<file path="config.mk">
export PLATFORM = sky130hd
export DESIGN_NAME = sbcr_top
export DESIGN_NICKNAME = d
export VERILOG_FILES = /design/src/hw/sbcr_pkg.sv /design/src/hw/sbcr_top.sv /design/src/hw/sbcr_divider.sv
export SDC_FILE = /design/constraint.sdc
export NUM_CORES = 1
export LEC_CHECK = 0
export BUFFER_PORTS_ARGS = -buffer_cell sky130_fd_sc_hd__buf_2
export CORE_MARGIN = 5
export CORE_UTILIZATION = 38
export CTS_CLUSTER_SIZE = 20
export DETAILED_ROUTE_END_ITERATION = 12
export GPL_TIMING_DRIVEN = 0
export PLACE_DENSITY = 0.6
export SLEW_MARGIN = 20
export SYNTH_ARGS = -nofsm -noshare
export SYNTH_HDL_FRONTEND = slang
export SYNTH_SLANG_ARGS = --single-unit
</file>
<file path="constraint.sdc">
create_clock -name clk -period 2.4 [get_ports clk]
set_clock_uncertainty 0.15 [all_clocks]
set_input_delay 0.48 -clock clk [delete_from_list [all_inputs] [get_ports clk]]
set_output_delay 0.48 -clock clk [all_outputs]
set_load 0.01 [all_outputs]
</file>
<file path="src/hw/sbcr_pkg.sv">
// sbcr_pkg: shared constants for the synthesizer bus control receiver
// assumes: nothing; every user writes sbcr_pkg::name
package sbcr_pkg;
   localparam logic [6:0] SLAVE_ADDR = 7'h64; // write address byte c8
   localparam int BYTE_SEL_BIT = 7; // msb picks the target byte
   localparam int TSEL_A_POS = 6; // selector bit a in lower byte
   localparam int TSEL_B_POS = 5; // selector bit b
   localparam int TSEL_C_POS = 4; // selector bit c
   localparam int PORT_POS = 3; // port drive bit
   localparam logic [6:0] UPPER_RESET = 7'h00; // divider b11..b5 reset
   localparam logic [6:0] LOWER_RESET = 7'h00; // lower byte fields reset
   localparam logic [1:0] DIV_LOW_FIXED = 2'h1; // b1 = 0, b0 = 1
   localparam int REF_DIV = 128; // crystal to reference divide
   localparam int FB_PRESCALE = 8; // fixed prescale ahead of n
   // test selector codes, written as {bit a, bit b, bit c}
   typedef enum logic [2:0] {
      SBCR_NORMAL = 3'b000,
      SBCR_PATTERN = 3'b001,
      SBCR_RF_OFF = 3'b010,
      SBCR_BALANCE = 3'b011,
      SBCR_REF_OUT = 3'b100,
      SBCR_HIZ = 3'b101,
      SBCR_DIV_OUT = 3'b110,
      SBCR_BASEBAND = 3'b111
   } sbcr_mode_t;
endpackage

</file>
<file path="src/hw/sbcr_top.sv">
// sbcr_top: two-wire write-only receiver, control fields, test decode
// assumes: scl/sda come from pins and are synchronised here
//
// Overview of operation
// - transfer starts with write address c8
// - one or more data bytes follow address
// - data byte msb selects upper or lower
// - fixed bit layout of both data bytes
// - b1 forced zero, b0 forced one
// - single byte keeps other byte's fields
// - b2..b11 weigh 1..512 mhz plus 0.25
// - code 001 enables test pattern generator
// - code 010 turns rf oscillator, mixer off
// - code 011 over-modulates video carrier
// - 100/110 put clocks on port if bit 0
// - code 101 high-impedance tuning test
// - code 111 baseband out, oscillator off
// - port bit one sinks, zero floats
// - reference clock is crystal over 128
// - feedback divides oscillator by 8 times n
`timescale 1ns/1ns
module sbcr_top (
   input wire logic clk,
   input wire logic rst_b,
   input wire logic scl_i,
   input wire logic sda_i,
   output logic sda_o,
   output logic sda_oe,
   input wire logic xtal_tick,
   input wire logic osc_tick,
   output logic port_o,
   output logic port_oe,
   output logic [11:0] div_n,
   output logic [2:0] test_select,
   output logic port_drive_bit,
   output logic test_pattern_generator,
   output logic rf_osc_off,
   output logic rf_mixer_off,
   output logic over_modulate,
   output logic phase_detector_off,
   output logic tuning_transistor_off,
   output logic tuning_amplifier_output_low,
   output logic baseband_on_rf,
   output logic reference_clock,
   output logic divided_oscillator_clock
);
   ////////////////////////////////////////////////////////////////
   // pin synchronisers
   logic scl_m_q, scl_s_q, scl_p_q; // scl first, second, previous
   logic sda_m_q, sda_s_q, sda_p_q; // sda first, second, previous
   always_ff @(posedge clk) begin
      if (!rst_b) begin
         scl_m_q <= 1'b1;
         scl_s_q <= 1'b1;
         scl_p_q <= 1'b1;
         sda_m_q <= 1'b1;
         sda_s_q <= 1'b1;
         sda_p_q <= 1'b1;
      end else begin
         scl_m_q <= scl_i;
         scl_s_q <= scl_m_q;
         scl_p_q <= scl_s_q;
         sda_m_q <= sda_i;
         sda_s_q <= sda_m_q;
         sda_p_q <= sda_s_q;
      end
   end
   logic scl_rise, scl_fall, start_ev, stop_ev;
   assign scl_rise = scl_s_q & ~scl_p_q;
   assign scl_fall = ~scl_s_q & scl_p_q;
   assign start_ev = scl_s_q & scl_p_q & sda_p_q & ~sda_s_q;
   assign stop_ev = scl_s_q & scl_p_q & ~sda_p_q & sda_s_q;

   ////////////////////////////////////////////////////////////////
   // receive state machine
   typedef enum logic [2:0] {
      SBCR_IDLE = 3'b000, // waiting for start
      SBCR_ADDR = 3'b001, // shifting address byte
      SBCR_AACK = 3'b010, // driving address ack
      SBCR_DATA = 3'b011, // shifting data byte
      SBCR_DACK = 3'b100 // driving data ack
   } sbcr_state_t;
   sbcr_state_t state_q;
   logic [7:0] shift_q; // incoming byte
   logic [3:0] bit_q; // bits taken so far
   logic ack_q; // ack low being driven
   logic load_q; // one-cycle: data byte complete
   always_ff @(posedge clk) begin
      if (!rst_b) begin
         state_q <= SBCR_IDLE;
         shift_q <= 8'h00;
         bit_q <= 4'h0;
         ack_q <= 1'b0;
         load_q <= 1'b0;
      end else begin
         load_q <= 1'b0;
         if (start_ev) begin
            // start or repeated start
            state_q <= SBCR_ADDR;
            bit_q <= 4'h0;
            ack_q <= 1'b0;
         end else if (stop_ev) begin
            state_q <= SBCR_IDLE;
            ack_q <= 1'b0;
         end else begin
            case (state_q)
               SBCR_ADDR, SBCR_DATA: begin
                  if (scl_rise) begin
                     shift_q <= {shift_q[6:0], sda_s_q};
                     bit_q <= bit_q + 4'h1;
                  end else if (scl_fall && bit_q == 4'h8) begin
                     bit_q <= 4'h0;
                     if (state_q == SBCR_ADDR) begin
                        // match write address only
                        if (shift_q == {sbcr_pkg::SLAVE_ADDR, 1'b0}) begin
                           state_q <= SBCR_AACK;
                           ack_q <= 1'b1;
                        end else begin
                           state_q <= SBCR_IDLE;
                        end
                     end else begin
                        state_q <= SBCR_DACK;
                        ack_q <= 1'b1;
                        load_q <= 1'b1;
                     end
                  end
               end
               SBCR_AACK, SBCR_DACK: begin
                  // release sda after the ack clock
                  if (scl_fall) begin
                     ack_q <= 1'b0;
                     state_q <= SBCR_DATA;
                  end
               end
               default: begin
                  state_q <= SBCR_IDLE;
               end
            endcase
         end
      end
   end
   assign sda_o = 1'b0;
   assign sda_oe = ack_q;

   ////////////////////////////////////////////////////////////////
   // control fields
   logic [6:0] upper_q; // divider b11..b5
   logic [6:0] lower_q; // selector, port, b4..b2
   always_ff @(posedge clk) begin
      if (!rst_b) begin
         upper_q <= sbcr_pkg::UPPER_RESET;
         lower_q <= sbcr_pkg::LOWER_RESET;
      end else if (load_q) begin
         // msb steers the byte; the other keeps its value
         if (!shift_q[sbcr_pkg::BYTE_SEL_BIT]) begin
            upper_q <= shift_q[6:0];
         end else begin
            lower_q <= shift_q[6:0];
         end
      end
   end
   // b11..b5, b4..b2, fixed b1 b0; weight of b2 is 1 mhz
   assign div_n = {upper_q, lower_q[2:0], sbcr_pkg::DIV_LOW_FIXED};
   assign test_select = {lower_q[sbcr_pkg::TSEL_A_POS], lower_q[sbcr_pkg::TSEL_B_POS],
                         lower_q[sbcr_pkg::TSEL_C_POS]};
   assign port_drive_bit = lower_q[sbcr_pkg::PORT_POS];

   ////////////////////////////////////////////////////////////////
   // test mode decode
   always_comb begin
      test_pattern_generator = 1'b0;
      rf_osc_off = 1'b0;
      rf_mixer_off = 1'b0;
      over_modulate = 1'b0;
      phase_detector_off = 1'b0;
      tuning_transistor_off = 1'b0;
      tuning_amplifier_output_low = 1'b0;
      baseband_on_rf = 1'b0;
      case (sbcr_pkg::sbcr_mode_t'(test_select))
         sbcr_pkg::SBCR_PATTERN: test_pattern_generator = 1'b1;
         sbcr_pkg::SBCR_RF_OFF: begin
            rf_osc_off = 1'b1;
            rf_mixer_off = 1'b1;
         end
         sbcr_pkg::SBCR_BALANCE: over_modulate = 1'b1;
         sbcr_pkg::SBCR_HIZ: begin
            phase_detector_off = 1'b1;
            tuning_transistor_off = 1'b1;
            tuning_amplifier_output_low = 1'b1;
         end
         sbcr_pkg::SBCR_BASEBAND: begin
            phase_detector_off = 1'b1;
            rf_osc_off = 1'b1;
            baseband_on_rf = 1'b1;
         end
         default: begin
            // normal operation and clock routing modes
         end
      endcase
   end

   ////////////////////////////////////////////////////////////////
   // reference divider: crystal ticks over 128
   localparam int REF_W = $clog2(sbcr_pkg::REF_DIV); // msb toggles every half period
   logic [REF_W-1:0] ref_cnt_q; // crystal tick counter
   always_ff @(posedge clk) begin
      if (!rst_b) begin
         ref_cnt_q <= '0;
      end else if (xtal_tick) begin
         ref_cnt_q <= ref_cnt_q + REF_W'(1);
      end
   end
   assign reference_clock = ref_cnt_q[REF_W-1];

   // feedback divider, oscillator over 8 times n
   sbcr_divider #(
      .PRESCALE(sbcr_pkg::FB_PRESCALE)
   ) u_div (
      .clk(clk),
      .rst_b(rst_b),
      .osc_tick(osc_tick),
      .div_n(div_n),
      .div_out(divided_oscillator_clock)
   );

   ////////////////////////////////////////////////////////////////
   // open-collector port: enable high means sinking
   logic port_sink;
   always_comb begin
      port_sink = port_drive_bit;
      if (!port_drive_bit) begin
         if (test_select == sbcr_pkg::SBCR_REF_OUT) begin
            port_sink = ~reference_clock;
         end else if (test_select == sbcr_pkg::SBCR_DIV_OUT) begin
            port_sink = ~divided_oscillator_clock;
         end
      end
   end
   assign port_o = 1'b0;
   assign port_oe = port_sink;
endmodule

</file>
<file path="src/hw/sbcr_divider.sv">
// sbcr_divider: programmable feedback divider with fixed prescale
// assumes: osc_tick is a one-cycle enable in the clk domain
`timescale 1ns/1ns
module sbcr_divider #(
   parameter int PRESCALE = 8
) (
   input wire logic clk,
   input wire logic rst_b,
   input wire logic osc_tick,
   input wire logic [11:0] div_n,
   output logic div_out
);
   localparam int CW = $clog2(PRESCALE) + 12; // wide enough for prescale times n
   logic [CW-1:0] cnt_q; // ticks into the current output period
   logic [CW-1:0] last; // last tick of the period
   // period is prescale times n ticks; n of zero wraps to the longest count
   assign last = CW'(PRESCALE) * CW'(div_n) - CW'(1);
   // high over the first half of each period, so n of one still toggles
   always_ff @(posedge clk) begin
      if (!rst_b) begin
         cnt_q <= '0;
         div_out <= 1'b0;
      end else if (osc_tick) begin
         if (cnt_q >= last) begin
            cnt_q <= '0;
            div_out <= 1'b1;
         end else begin
            cnt_q <= cnt_q + CW'(1);
            if (cnt_q == (last >> 1)) begin
               div_out <= 1'b0;
            end
         end
      end
   end
endmodule

</file>
; ---- Word-level counts from Yosys, hierarchy flattened
; Index checks and enable logic that the tools add are counted.
[op_classes]
reduce_logical = 19
n_addsub = 4
n_bitwise = 19
n_eq_ne = 21
magnitude_cmp = 1
n_mux = 30
[ops]
columns = op, n
row1 = two-way mux 1 bit, 20
row2 = adder 15 x 1 -> 15 bit (second input constant), 1
row3 = equality test 15 x 14 -> 1 bit, 1
row4 = equality test 3 bit (second input constant), 5
row5 = greater-or-equal comparator 15 bit, 1
row6 = two-way mux 15 bit, 1
row7 = subtractor 15 x 1 -> 15 bit (second input constant), 1
row8 = equality test 3 x 2 -> 1 bit (second input constant), 4
row9 = two-way mux 3 bit, 4
row10 = != test 4 bit (second input constant), 3
row11 = NOT 1 bit, 12
row12 = OR reduction 2 bit, 5
row13 = AND reduction 3 bit, 3
row14 = equality test 8 bit (second input constant), 1
row15 = two-way mux 4 bit, 2
row16 = adder 7 x 1 -> 7 bit (second input constant), 1
row17 = AND 1 bit, 7
row18 = equality test 3 x 1 -> 1 bit (second input constant), 2
row19 = != test 2 bit (second input constant), 3
row20 = case mux 3 bit (2 select lines), 1
row21 = AND reduction 2 bit, 3
row22 = nonzero test 2 bit, 3
row23 = OR reduction 6 bit, 1
row24 = AND reduction 5 bit, 1
row25 = other kinds (8), 8
[totals]
register_bits = 60
out_inout_bits = 30

; ---- Logic depth before layout (Yosys ltp)
[logic_depth]
ltp_word = 8
ltp_mapped = 8

; ---- Modules after synthesis
; A second synthesis with hierarchy kept.
[hier_totals]
cells_unflattened = 406
hier_area_um2 = 3420.8
[by_module_without_submodules]
columns = module, n_inst, cells_each, seq_area_each_um2, area_per_inst_um2
row1 = sbcr_top, 1, 223, 880.8, 1944.4
row2 = sbcr_divider, 1, 183, 320.3, 1476.4

; ---- Worst setup path before layout
; OpenSTA, ideal clock, no wires.
[synth_timing]
path_kind = register to register
from = reg upper_q[6]
to = reg u_div.cnt_q[10]
setup_time_ps = 113
setup_slack_ps = 393
t_arrival_ps = 1744
stages_incl_launch_ff = 9
n_path_buf = 1
required_time_ps = 2137
path_cell_list = dfxtp_1 inv_1 ha_1 nand2_1 nor4_1 a21oi_1 a21oi_2 buf_4 nor2_1
[synth_via]
elab_chain_cells = 3
[synth_lines]
columns = item, line_no
row1 = start: declaration, sbcr_top.sv:147  ; logic [6:0] upper_q;
row2 = start signal: assignment, sbcr_top.sv:151  ; upper_q <= sbcr_pkg::UPPER_RESET;
row3 = start signal: assignment, sbcr_top.sv:156  ; upper_q <= shift_q[6:0];
row4 = subtractor 15 x 1 -> 15 bit, sbcr_divider.sv:17  ; assign last = CW'(PRESCALE) * CW'(div_n) - CW'(1);
row5 = greater-or-equal comparator 15 bit, sbcr_divider.sv:24  ; if (cnt_q >= last) begin
row6 = two-way mux 15 bit, sbcr_divider.sv:24
row7 = end signal: assignment, sbcr_divider.sv:28  ; cnt_q <= cnt_q + CW'(1);
row8 = end: declaration, sbcr_divider.sv:14  ; logic [CW-1:0] cnt_q;
; No other way between the ends.
; A chain may end at the register's enable or synchronous reset.

; ---- Final worst setup path
[layout_timing]
from = reg upper_q[6]
to = reg u_div.cnt_q[11]
; The elaborated chain is that of the path after synthesis.

==> results.toml <==
[run_status]
status = "finished, final reports clean"

[global_route]
overflow = 0
grt_pass1_vias = 2511
antenna_found_initial = 0
grtUsageTotal_pct = 14.9
grt_max_degree = 11
grt_pass1_wl_um = 12000

[power]
pwr-share-clk_pct = 49.7
total_power_uw = 2160
swShare_pct = 21.2
p_int_uw = 1710
p_comb_share_pct = 3.3
p_per_area_nw_per_um2 = 593
p_seq_share_pct = 47.0
irDropWorstVdd_v = 0.000248
p_leak_uw = 0.00156
p_switching_uw = 458

[floorplan]
pin_count = 36
dieArea_um2 = 10100
die_w_um = 101
start_util_pct = 38.4
die_h_um = 101
core_area_um2 = 8130
fp-row-count = 33

[cells_and_area]
drive_gt1_share_pct = 16.1
fin_util_pct = 44.9
finalNetCount = 433
area_growth_pct = 16.8
diodes = 0

[critical_path]
cp_max_fo = 10
crit_chain = "inv_1, ha_1, nand2_1, nor4_2, a21oi_1, a21oi_2, buf_4, nor2_1"
cpPeakStageDelay_ps = 430
required_ps = 2470
cp-start-kind = "flip-flop"
worstPathArrival_ps = 2320
cpMaxStageDelayCell = "dfxtp_1"
path_class = "reg -> reg"
cp-end-kind = "flip-flop"

[synthesis]
postSynthAreaPerCell_um2 = 8.43
synth_top_family_by_area = "simple AND/OR/NAND/NOR gates"
synthSimpleGateAreaFrac_pct = 26.7
ys_top_cells_by_area = "dfxtp_1, nand2_1, ha_1"
synth_mux_area_share_pct = 3.20
yosys.area.top_type = "dfxtp_1"
synth-compound-area-share_pct = 11.6
synth_cell_types = 46
synthCells = 371
synth-main-ff-cell = "dfxtp_1"
synth.top_cell.area_share_pct = 38.4
yosysSeqAreaShare_pct = 38.4
yosys_warnings = 0
synth_xor_area_share_pct = 8.12
synthAdderAreaFrac_pct = 5.60
ys_ff_latch = 60
ys_async_sr_fraction_pct = 0
synth_edf_count = 0
syn_area_um2 = 3130
synth_common_cells = "dfxtp_1, nand2_1, nor2_1, inv_1, a21boi_0"

[sta]
grt_setup_unrepaired = "no"
period_share_pct = 93.5
hold_violations = 0
setup_ws_ps = 156
finalSetupViolations = 0
slew_headroom_pct = 65.6
period_needed_ps = 2240
fmax_ghz = 0.446
tns_ps = 0
hold_slack_ps = 177
tightest_slew_ps = 515
drv_slew = 0

[clock_network]
clock-sinks = 60
path_clk_slew_ps = 70
hold_buffers = 0
cts_tree = "done"
htreeDepth = 3
ctsRootBufferMaster = "clkbuf_8"
cts_setup_buffers = 0
ctsResizeCount = 0
cts_buffers = 9
clk_latency_ps = 330
clk_path_buf_depth = 2

[flow_run]
cap_violations = 0

[detailed_routing]
postRouteAntennaNets = 0
wl_um = 7140
vias = 2597
drcViolationCount = 0
wire_per_inst_um = 13.7
first_pass_iters = 5
drt_iter0_drc = 76
routed_via_density = 4.98

[placement]
post-place-ws_ps = 36.2
hpwl_um = 5260
place_congestion = 0.892
portBuffers = 29

[worst_hold_path]
hold_path.class = "in -> reg"
[logic make-up after synthesis]
logic type | count (synthesis)
AO/OA/AOI/OAI | 54
XOR/XNOR | 29
adder cells (fa/ha/maj) | 14
buffers and inverters | 37
flip-flops | 60
multiplexers | 10
other | 2
AND/OR/NAND/NOR | 165
[cells in the final DEF, fill, tap and decap left out, drive strengths merged, types with 4 or more instances in the layout]
master / count
a21boi: 17
a21oi: 12
and2: 5
buf: 42
clkbuf: 18
conb: 4
dfxtp: 60
ha: 14
inv: 18
mux2i: 10
nand2: 60
nand2b: 11
nand3: 14
nand4: 10
nor2: 22
nor2b: 11
nor3: 5
nor3b: 4
nor4: 8
o21ai: 13
xnor2: 13
xor2: 16
[layer usage]
metal,global-route usage [%],vias up,wire (um),share of wire [%]
met5,0,-,0,0
met2,24.5,47,3230,45
li1,-,1337,-,-
met3,4.22,6,319,4.5
met4,4.35,0,84,1.2
met1,19.1,1207,3500,49
[metrics by stage]
step	area [um^2]	instances
after floorplan	3130	373
after global placement	3410	507
after detailed placement	3410	507
after CTS	3640	522
after global routing	3650	522
final	3650	522
[power by group through the flow]
stage	Clock, uW	Sequential [uW]	Combinational (uW)
2_1_floorplan	0	1040	55.3
3_3_place_gp	0	1040	70.6
3_5_place_dp	0	1040	72.1
4_1_cts	1090	1020	72.4
5_1_grt	1140	1020	81.2
6_report	1080	1020	71.5
[worst max-delay path, delay by kind of cell, from the launching register on]
| family | cells | cell delay (ps) |
|---|---|---|
| AOI/OAI and AO/OA | 2 | 420 |
| adders and majority gates | 1 | 290 |
| buffers and inverters | 2 | 270 |
| DFF | 1 | 430 |
| and+or+nand+nor | 3 | 570 |
[worst paths after layout]
check / slack [ps] / end / cells after the start / startpoint
max reg2reg: 160 / u_div.cnt_q[11] / 8 / upper_q[6]
max: 160 / u_div.cnt_q[11] / 8 / upper_q[6]
min reg2reg: 260 / scl_s_q / 1 / scl_m_q
min: 180 / scl_m_q / 2 / scl_i
[area by class of cell]
class                      count  area, um^2
multi-input combinational    276        1750
clock buffer                  12         165
clock inverter                 3        68.8
tap                          105         131
sequential                    60        1200
buffer                        19         123
fill                         811        4480
inverter                      18        67.6
timing repair buffer          29         145
[sequential cells by signal, indices dropped and copies added (netlist names), 3 cells and up]
signal and cells:
bit_q 4, lower_q 7, ref_cnt_q 7, shift_q 8, state_q 3, u_div.cnt_q 15, upper_q 7
No activity file was read; power rests on OpenSTA's default activity.
